## src/pmts_pkg.sv

```systemverilog
// Package with register map, field layout and state codes for the test and status bank
package pmts_pkg;

  // ----------------------------------------------------------------
  // Register addresses
  // ----------------------------------------------------------------
  localparam logic [7:0] ADDR_STATE_MACHINE_STATUS = 8'hE9;
  localparam logic [7:0] ADDR_LOOP_TEST_CONTROL    = 8'hEA;
  localparam logic [7:0] ADDR_BUCK1_TEST_CONTROL   = 8'hF8;
  localparam logic [7:0] ADDR_BUCK3_TEST_CONTROL   = 8'hFA;
  localparam logic [7:0] ADDR_BUCK4_TEST_CONTROL   = 8'hFB;

  // ----------------------------------------------------------------
  // Field positions
  // ----------------------------------------------------------------
  localparam int USB_STATE_LSB   = 8;
  localparam int USB_STATE_MSB   = 10;
  localparam int CHG_STATE_LSB   = 4;
  localparam int CHG_STATE_MSB   = 6;
  localparam int MAIN_STATE_LSB  = 0;
  localparam int MAIN_STATE_MSB  = 3;
  localparam int FORCE_GAIN_BIT  = 12;
  localparam int BIAS_LSB        = 8;
  localparam int BIAS_MSB        = 9;
  localparam int POLE_LSB        = 6;
  localparam int POLE_MSB        = 7;
  localparam int PWM_FORCE_BIT   = 4;

  // ----------------------------------------------------------------
  // Reset values
  // ----------------------------------------------------------------
  localparam logic       FORCE_GAIN_RESET = 1'h1;
  localparam logic [1:0] BIAS_RESET       = 2'h2;
  localparam logic [1:0] POLE_RESET       = 2'h0;
  localparam logic       PWM_FORCE_RESET  = 1'h0;
  localparam logic [3:0] TRACK_GAIN_ZERO  = 4'h0;

  // Unlock key value; arbitrary, held as a fixed package localparam
  localparam logic [15:0] SECURITY_KEY_VALUE = 16'h00A5;

  // ----------------------------------------------------------------
  // State codes
  // ----------------------------------------------------------------
  localparam logic [2:0] USB_100MA_SLAVE   = 3'h1;
  localparam logic [2:0] USB_500MA_SLAVE   = 3'h5;
  localparam logic [2:0] USB_SUSPEND       = 3'h4;
  localparam logic [2:0] USB_MASTER_LINE   = 3'h2;
  localparam logic [2:0] USB_MASTER_CONV   = 3'h6;
  localparam logic [2:0] CHG_OFF           = 3'h0;
  localparam logic [2:0] CHG_TRICKLE       = 3'h1;
  localparam logic [2:0] CHG_TRICKLE_CHOKE = 3'h2;
  localparam logic [2:0] CHG_TRICKLE_OT    = 3'h3;
  localparam logic [2:0] CHG_FAST          = 3'h4;
  localparam logic [2:0] CHG_FAST_CHOKE    = 3'h6;
  localparam logic [2:0] CHG_FAST_OT       = 3'h5;
  localparam logic [3:0] MAIN_OFF          = 4'h2;
  localparam logic [3:0] MAIN_PRE_ACTIVE   = 4'hD;
  localparam logic [3:0] MAIN_HIBERNATE    = 4'hC;
  localparam logic [3:0] MAIN_ACTIVE       = 4'hF;

  // Control-interface access
  typedef struct packed {
    logic        wr;
    logic        rd;
    logic [7:0]  addr;
    logic [15:0] wdata;
  } pmts_access_type;

  // Converter force-PWM outputs
  typedef struct packed {
    logic buck1_pwm_force;
    logic buck3_pwm_force;
    logic buck4_pwm_force;
  } pmts_pwm_type;

endpackage

```

## src/pmts_regs.sv

```systemverilog
// Debug status and test control register bank; only loop test control is key-protected
// Functional notes
// - USB supply state in status bits 10:8
// - Charger state in bits 6:4, taken live from charger_state_in
// - Main power state in bits 3:0
// - Force bit zeroes track gain until lock
// - Bias 9:8 default 10, pole 7:6 default 00
// - Loop test fields writable only after key
// - Bit 4 forces converter 1/3/4 into PWM
// - Power state machine clears force-PWM bits
`timescale 1ns/1ps

module pmts_regs (
  input  wire logic                     ref_clk_in,
  input  wire logic                     reset_in,
  input  wire pmts_pkg::pmts_access_type access_in,
  input  wire logic                     key_write_in,
  input  wire logic [15:0]              key_data_in,
  input  wire logic [2:0]               usb_supply_state_in,
  input  wire logic [2:0]               charger_state_in,
  input  wire logic [3:0]               main_power_state_in,
  input  wire logic                     pwm_force_clear_in,
  input  wire logic                     loop_locked_in,
  input  wire logic [3:0]               loop_track_gain_in,
  output logic [15:0]                   rdata_out,
  output logic                          rvalid_out,
  output logic [3:0]                    loop_track_gain_out,
  output logic [1:0]                    loop_bias_ctrl_out,
  output logic [1:0]                    loop_pole_shift_out,
  output logic                          key_unlocked_out,
  output pmts_pkg::pmts_pwm_type        pwm_force_out
);
  import pmts_pkg::*;

  // ----------------------------------------------------------------
  // Storage
  // ----------------------------------------------------------------
  logic       force_track_gain_zero;
  logic [1:0] loop_bias_ctrl;
  logic [1:0] loop_pole_shift;
  logic       key_unlocked;
  logic [2:0] pwm_force;
  logic       lock_seen;

  // ----------------------------------------------------------------
  // Decode
  // ----------------------------------------------------------------
  wire        sel_status = access_in.addr == ADDR_STATE_MACHINE_STATUS;
  wire        sel_loop   = access_in.addr == ADDR_LOOP_TEST_CONTROL;
  wire        sel_b1     = access_in.addr == ADDR_BUCK1_TEST_CONTROL;
  wire        sel_b3     = access_in.addr == ADDR_BUCK3_TEST_CONTROL;
  wire        sel_b4     = access_in.addr == ADDR_BUCK4_TEST_CONTROL;
  wire        sel_none   = !(sel_status || sel_loop || sel_b1 || sel_b3 || sel_b4);
  wire        wr_loop    = access_in.wr && sel_loop && key_unlocked;
  wire        key_ok     = key_write_in && key_data_in == SECURITY_KEY_VALUE;
  wire [2:0]  pwm_wr     = {3{access_in.wr}} & {sel_b1, sel_b3, sel_b4};
  wire        wbit       = access_in.wdata[PWM_FORCE_BIT];

  // Status word; unused bits are zero and writes never land here
  wire [15:0] status_word = {5'h00, usb_supply_state_in, 1'b0,
                             charger_state_in, main_power_state_in};
  wire [15:0] loop_word   = {3'h0, force_track_gain_zero, 2'h0, loop_bias_ctrl,
                             loop_pole_shift, 6'h00};
  wire [15:0] pwm_word1   = {11'h000, pwm_force[2], 4'h0};
  wire [15:0] pwm_word3   = {11'h000, pwm_force[1], 4'h0};
  wire [15:0] pwm_word4   = {11'h000, pwm_force[0], 4'h0};
  wire [15:0] next_rdata  = sel_status ? status_word :
                            sel_loop   ? loop_word   :
                            sel_b1     ? pwm_word1   :
                            sel_b3     ? pwm_word3   :
                            sel_b4     ? pwm_word4   : 16'h0000;

  // Gain is held at zero only while forcing and lock has not yet been seen
  wire        gain_hold       = force_track_gain_zero && !lock_seen && !loop_locked_in;
  wire [3:0]  next_track_gain = gain_hold ? TRACK_GAIN_ZERO : loop_track_gain_in;

  // ----------------------------------------------------------------
  // Loop test control
  // ----------------------------------------------------------------
  always_ff @(posedge ref_clk_in) begin
    if (reset_in) begin
      force_track_gain_zero <= FORCE_GAIN_RESET;
      loop_bias_ctrl        <= BIAS_RESET;
      loop_pole_shift       <= POLE_RESET;
      key_unlocked          <= 1'b0;
      lock_seen             <= 1'b0;
    end else begin
      if (key_ok) begin
        key_unlocked <= 1'b1;
      end else if (key_write_in) begin
        key_unlocked <= 1'b0;
      end
      if (wr_loop) begin
        force_track_gain_zero <= access_in.wdata[FORCE_GAIN_BIT];
        loop_bias_ctrl        <= access_in.wdata[BIAS_MSB:BIAS_LSB];
        loop_pole_shift       <= access_in.wdata[POLE_MSB:POLE_LSB];
      end
      // Lock is remembered so a brief drop does not re-zero the gain
      if (loop_locked_in) begin
        lock_seen <= 1'b1;
      end
    end
  end

  // ----------------------------------------------------------------
  // Force-PWM bits; the state machine clear wins over a write
  // ----------------------------------------------------------------
  always_ff @(posedge ref_clk_in) begin
    if (reset_in) begin
      pwm_force <= {3{PWM_FORCE_RESET}};
    end else if (pwm_force_clear_in) begin
      pwm_force <= {3{PWM_FORCE_RESET}};
    end else begin
      for (int i = 0; i < 3; i++) begin
        if (pwm_wr[i]) begin
          pwm_force[i] <= wbit;
        end
      end
    end
  end

  // ----------------------------------------------------------------
  // Outputs
  // ----------------------------------------------------------------
  always_ff @(posedge ref_clk_in) begin
    if (reset_in) begin
      rdata_out           <= 16'h0000;
      rvalid_out          <= 1'b0;
      loop_track_gain_out <= TRACK_GAIN_ZERO;
      loop_bias_ctrl_out  <= BIAS_RESET;
      loop_pole_shift_out <= POLE_RESET;
      key_unlocked_out    <= 1'b0;
      pwm_force_out       <= '0;
    end else begin
      rdata_out           <= access_in.rd ? next_rdata : 16'h0000;
      rvalid_out          <= access_in.rd;
      loop_track_gain_out <= next_track_gain;
      loop_bias_ctrl_out  <= loop_bias_ctrl;
      loop_pole_shift_out <= loop_pole_shift;
      key_unlocked_out    <= key_unlocked;
      pwm_force_out       <= '{buck1_pwm_force: pwm_force[2],
                               buck3_pwm_force: pwm_force[1],
                               buck4_pwm_force: pwm_force[0]};
    end
  end

  // ----------------------------------------------------------------
  // Checks
  // ----------------------------------------------------------------
  a_status_read_fields: assert property (@(posedge ref_clk_in) disable iff (reset_in)
    access_in.rd && sel_status |=> rdata_out[10:8] == $past(usb_supply_state_in))
    else $error("usb state readback wrong");
  a_charger_field: assert property (@(posedge ref_clk_in) disable iff (reset_in)
    access_in.rd && sel_status |=> rdata_out[6:4] == $past(charger_state_in))
    else $error("charger state readback wrong");
  a_main_field: assert property (@(posedge ref_clk_in) disable iff (reset_in)
    access_in.rd && sel_status |=> rdata_out[3:0] == $past(main_power_state_in))
    else $error("main state readback wrong");
  a_status_unused_zero: assert property (@(posedge ref_clk_in) disable iff (reset_in)
    access_in.rd && sel_status |=> rdata_out[15:11] == 5'h00 && !rdata_out[7])
    else $error("status unused bits not zero");
  a_gain_held_zero: assert property (@(posedge ref_clk_in) disable iff (reset_in)
    force_track_gain_zero && !lock_seen && !loop_locked_in |=> loop_track_gain_out == 4'h0)
    else $error("track gain not held at zero");
  a_gain_passes: assert property (@(posedge ref_clk_in) disable iff (reset_in)
    !force_track_gain_zero |=> loop_track_gain_out == $past(loop_track_gain_in))
    else $error("track gain not passed through");
  a_loop_locked_write: assert property (@(posedge ref_clk_in) disable iff (reset_in)
    access_in.wr && sel_loop && !key_unlocked |=>
      $stable(loop_bias_ctrl) && $stable(loop_pole_shift))
    else $error("loop field changed while locked");
  a_force_locked_write: assert property (@(posedge ref_clk_in) disable iff (reset_in)
    access_in.wr && sel_loop && !key_unlocked |=> $stable(force_track_gain_zero))
    else $error("force bit changed while locked");
  a_bias_after_reset: assert property (@(posedge ref_clk_in)
    $fell(reset_in) |-> loop_bias_ctrl == 2'h2 && loop_pole_shift == 2'h0)
    else $error("loop field reset value wrong");
  a_pwm_force_write: assert property (@(posedge ref_clk_in) disable iff (reset_in)
    access_in.wr && sel_b1 && !pwm_force_clear_in |=> ##1
      pwm_force_out.buck1_pwm_force == $past(wbit, 2))
    else $error("buck1 force bit not written");
  a_pwm_force_clear: assert property (@(posedge ref_clk_in) disable iff (reset_in)
    pwm_force_clear_in |=> ##1 pwm_force_out == '0)
    else $error("force-PWM not cleared");

  // Key-protected loop fields: an unlocked write must land whole, and readback
  // must show the stored fields rather than the last bus data
  a_loop_write_lands: assert property (@(posedge ref_clk_in) disable iff (reset_in)
    access_in.wr && sel_loop && key_unlocked |=>
      force_track_gain_zero == $past(access_in.wdata[FORCE_GAIN_BIT]) &&
      loop_bias_ctrl == $past(access_in.wdata[BIAS_MSB:BIAS_LSB]) &&
      loop_pole_shift == $past(access_in.wdata[POLE_MSB:POLE_LSB]))
    else $error("unlocked loop write not stored");
  a_loop_readback: assert property (@(posedge ref_clk_in) disable iff (reset_in)
    access_in.rd && sel_loop |=> rdata_out[9:8] == $past(loop_bias_ctrl) &&
      rdata_out[7:6] == $past(loop_pole_shift) &&
      rdata_out[12] == $past(force_track_gain_zero))
    else $error("loop field readback wrong");
  a_loop_out_copy: assert property (@(posedge ref_clk_in) disable iff (reset_in)
    1'b1 |=> loop_bias_ctrl_out == $past(loop_bias_ctrl) &&
      loop_pole_shift_out == $past(loop_pole_shift))
    else $error("loop field outputs stale");
  a_key_opens: assert property (@(posedge ref_clk_in) disable iff (reset_in)
    key_write_in && key_data_in == SECURITY_KEY_VALUE |=> key_unlocked)
    else $error("right key did not unlock");
  a_key_relock: assert property (@(posedge ref_clk_in) disable iff (reset_in)
    key_write_in && key_data_in != SECURITY_KEY_VALUE |=> !key_unlocked)
    else $error("wrong key left bank unlocked");
  a_gain_after_lock: assert property (@(posedge ref_clk_in) disable iff (reset_in)
    loop_locked_in || lock_seen |=> loop_track_gain_out == $past(loop_track_gain_in))
    else $error("track gain not released by lock");

  // Force-PWM paths for the other two converters, the idle hold, buck1 readback and unmapped reads
  a_pwm_b3_write: assert property (@(posedge ref_clk_in) disable iff (reset_in)
    access_in.wr && sel_b3 && !pwm_force_clear_in |=> ##1
      pwm_force_out.buck3_pwm_force == $past(wbit, 2))
    else $error("buck3 force bit not written");
  a_pwm_b4_write: assert property (@(posedge ref_clk_in) disable iff (reset_in)
    access_in.wr && sel_b4 && !pwm_force_clear_in |=> ##1
      pwm_force_out.buck4_pwm_force == $past(wbit, 2))
    else $error("buck4 force bit not written");
  a_pwm_hold: assert property (@(posedge ref_clk_in) disable iff (reset_in)
    !pwm_force_clear_in && !(access_in.wr && (sel_b1 || sel_b3 || sel_b4)) |=> $stable(pwm_force))
    else $error("force-PWM bits moved without cause");
  a_pwm_readback: assert property (@(posedge ref_clk_in) disable iff (reset_in)
    access_in.rd && sel_b1 |=> rdata_out == {11'h000, $past(pwm_force[2]), 4'h0})
    else $error("buck1 force bit readback wrong");
  a_unmapped_read_zero: assert property (@(posedge ref_clk_in) disable iff (reset_in)
    access_in.rd && sel_none |=> rdata_out == 16'h0000)
    else $error("unmapped read not zero");

endmodule

```

## config.mk

```make
export PLATFORM = sky130hd
export DESIGN_NAME = pmts_regs
export DESIGN_NICKNAME = d
export VERILOG_FILES = /design/src/pmts_pkg.sv /design/src/pmts_regs.sv
export SDC_FILE = /design/constraint.sdc
export NUM_CORES = 1
export LEC_CHECK = 0
export ABC_AREA = 1
export ABC_CLOCK_PERIOD_IN_PS = 1100
export BUFFER_PORTS_ARGS = -buffer_cell sky130_fd_sc_hd__buf_2
export CORE_MARGIN = 4
export CORE_UTILIZATION = 40
export CTS_CLUSTER_DIAMETER = 60
export CTS_CLUSTER_SIZE = 20
export DETAILED_ROUTE_END_ITERATION = 8
export PLACE_DENSITY_LB_ADDON = 0.12
export REMOVE_ABC_BUFFERS = 1
export SYNTH_ARGS = -nofsm -noshare
export SYNTH_HDL_FRONTEND = slang
export SYNTH_SLANG_ARGS = --single-unit
```

## constraint.sdc

```tcl
create_clock -name ref_clk_in -period 1.1 [get_ports ref_clk_in]
set_input_delay 0.22 -clock ref_clk_in [delete_from_list [all_inputs] [get_ports ref_clk_in]]
set_output_delay 0.22 -clock ref_clk_in [all_outputs]
set_load 0.03 [all_outputs]
```

==> impl_metrics.json <==
{
  "max_cap_viol_count": 0,
  "grt_max_degree": 11,
  "synth.top_cell.area_share": 0.534,
  "antenna_found_initial": 0,
  "cts_sinks": 35,
  "status": "finished, final reports clean",
  "period_share": 0.961,
  "path_cells": "buf_2",
  "viasPerCell": 4.19,
  "max_freq_mhz": 946,
  "grtUsageTotal": 0.142,
  "synth.area.top_cells": "dfxtp_1 53%, nor2_1 12%, nand2_1 9.4%",
  "place_congestion": 0.728,
  "switchingPower_mw": 0.516,
  "wl_um": 2850,
  "drv_slew": 0,
  "vias": 1294,
  "start_util": 0.423,
  "core.rowCount": 20,
  "h-tree-depth": 2,
  "ir_drop_uv": 549,
  "post_cts_buffers": 0,
  "diodes": 0,
  "synth.yosys.seq_area_share": 0.534,
  "p_comb_frac": 0.103,
  "insertion_delay_ns": 0.33,
  "leakage_nw": 1.06,
  "power_frac_seq": 0.598,
  "final_util": 0.601,
  "cts_tree": "yes",
  "critical_path.max_stage_delay_ns": 0.32,
  "p_per_area_nw_per_um2": 1150,
  "p_sw_frac": 0.241,
  "min_path_type": "in2reg",
  "firstDrtPassIters": 4,
  "rsz0062_at_grt": "no",
  "critical_path.slowest_cell": "dfxtp_1",
  "syn2layout_area_growth_pct": 42.1,
  "first_global_vias": 1163,
  "finalHoldViolCount": 0,
  "ys_warn_count": 0,
  "crit_required_ns": 0.88,
  "num_io_pins": 90,
  "yosys.area.top_type": "dfxtp_1",
  "grt_pass1_wl_um": 4740,
  "arrival_ns": 0.84,
  "path_max_fanout": 1,
  "crit_buf_inv": 1,
  "grt-ovfl-total": 0,
  "drt-wirelength-per-cell_um": 9.21,
  "cp-end-kind": "output pin",
  "syn_area_um2": 1310,
  "path_clk_slew_ns": 0.10,
  "clock_power_share": 0.300,
  "ys_ff_latch": 35,
  "crit_family": "flip-flops",
  "drt_iter0_drc": 39,
  "finalSetupViolations": 0,
  "synth.distinct_cells": 18,
  "cp-start-kind": "register",
  "setup_tns_ns": 0,
  "coreArea_um2": 3100,
  "cts-hold-fix-buffers": 0,
  "die_h_um": 65.3,
  "synth_area_per_cell_um2": 7.42,
  "postRouteAntennaNets": 0,
  "worstSetupPathType": "reg2out",
  "drc": 0,
  "dieArea_um2": 4260,
  "nets": 325,
  "synthCells": 177,
  "dieWidth_um": 65.3,
  "layout_min_cycle_time_ns": 1.06,
  "p_int_mw": 1.63,
  "whs_ns": 0.0793,
  "power_mw": 2.14,
  "dp_hpwl_um": 2320,
  "root_buffer": "clkbuf_4",
  "drive_above_1_share": 0.374,
  "clock_skew_ns": 0.00248,
  "portBuffers": 75,
  "clock_path_buffers": 2,
  "numCtsBuffers": 5
}
[state kept, by name, summed over array words and instances (netlist names)]
register / count
key_unlocked_out: 1
rvalid_out: 1
loop_track_gain_out: 4
loop_pole_shift_out: 2
pwm_force_out: 3
force_track_gain_zero: 1
rdata_out: 12
lock_seen: 1
loop_bias_ctrl: 2
key_unlocked: 1
pwm_force: 3
loop_pole_shift: 2
loop_bias_ctrl_out: 2
[cells in the final DEF, fill, tap and decap left out]
cell	Yosys	final
nand3_1	17	17
nor2_1	42	42
conb_1	1	4
nand2_2	1	1
or2_2	2	2
nor2_2	3	3
nor3_1	2	2
a21oi_1	1	1
clkinv_2	0	1
clkbuf_1	0	2
dfxtp_1	35	35
inv_1	27	27
inv_2	2	2
nand3_2	2	2
nand4_1	1	1
buf_6	0	1
o21ai_0	1	1
clkbuf_4	0	9
nand2_1	33	33
buf_4	5	19
and2_0	1	1
buf_2	1	59
[path summary, 6_finish.rpt]
path                                             start                    end  slack (ns)  depth (start not counted)
worst max-delay path                  pwm_force_out[0]       pwm_force_out[0]        0.04                          1
worst min-delay path            usb_supply_state_in[1]           rdata_out[9]        0.08                          3
worst max register to register            key_unlocked  force_track_gain_zero        0.17                          5
worst min register to register            key_unlocked       key_unlocked_out        0.45                          2
[final cells by class]
cell class	instances	area [um^2]
multi-input cells	110	472
inverters	29	109
well taps	44	55.1
flip-flops and latches	35	701
repair buffers	83	479
clock inverters	1	5.00
fillers	333	1240
clock buffers	7	45.0
[stage by stage]
step	worst slack [ns]	area [um^2]	std cells
after floorplan	0.136	1280	174
after detailed placement	-0.0361	1770	301
final	0.0429	1870	309
after global routing	0.0000452	1870	309
after CTS	0.00988	1820	309
after global placement	-0.0248	1770	301
[metal layers]
layer / global-route usage / vias to the layer above / routed length [um]
met3: 0.0684 / 4 / 327
li1: - / 693 / -
met1: 0.165 / 534 / 1200
met4: 0.0466 / 0 / 32
met5: 0 / - / 0
met2: 0.229 / 63 / 1290
[cell usage after synthesis]
cell type and number:
and2_0 1, a21oi_1 1, inv_2 2, nand2_1 33, nor2_2 3, o21ai_0 1
buf_2 1, inv_1 27, nand4_1 1, dfxtp_1 35, nor2_1 42, buf_4 5
nand3_2 2, or2_2 2, nand2_2 1, nand3_1 17, nor3_1 2, conb_1 1
[cell families after synthesis]
kind of cell / Yosys count / share of synthesized area
DFF: 35 / 0.534
buffers and inverters: 35 / 0.115
other: 1 / 0.00286
AOI/OAI and AO/OA: 2 / 0.00762
and+or+nand+nor: 104 / 0.340
[power groups by stage]
stage	sequential, mW	combinational (mW)	clock [mW]
finish	1.28	0.220	0.643
floorplan	1.33	0.0704	0
CTS	1.28	0.219	0.676
global placement	1.31	0.218	0
global route	1.28	0.250	0.743
detailed placement	1.31	0.218	0
[repair_timing]
item                                    4_1_cts  5_1_grt
endpoints found under the setup margin        1       15
endpoints found under the hold margin         0        0
cloned                                        0        0
gates resized for setup                       1       27
No activity file was read; power rests on OpenSTA's default activity.
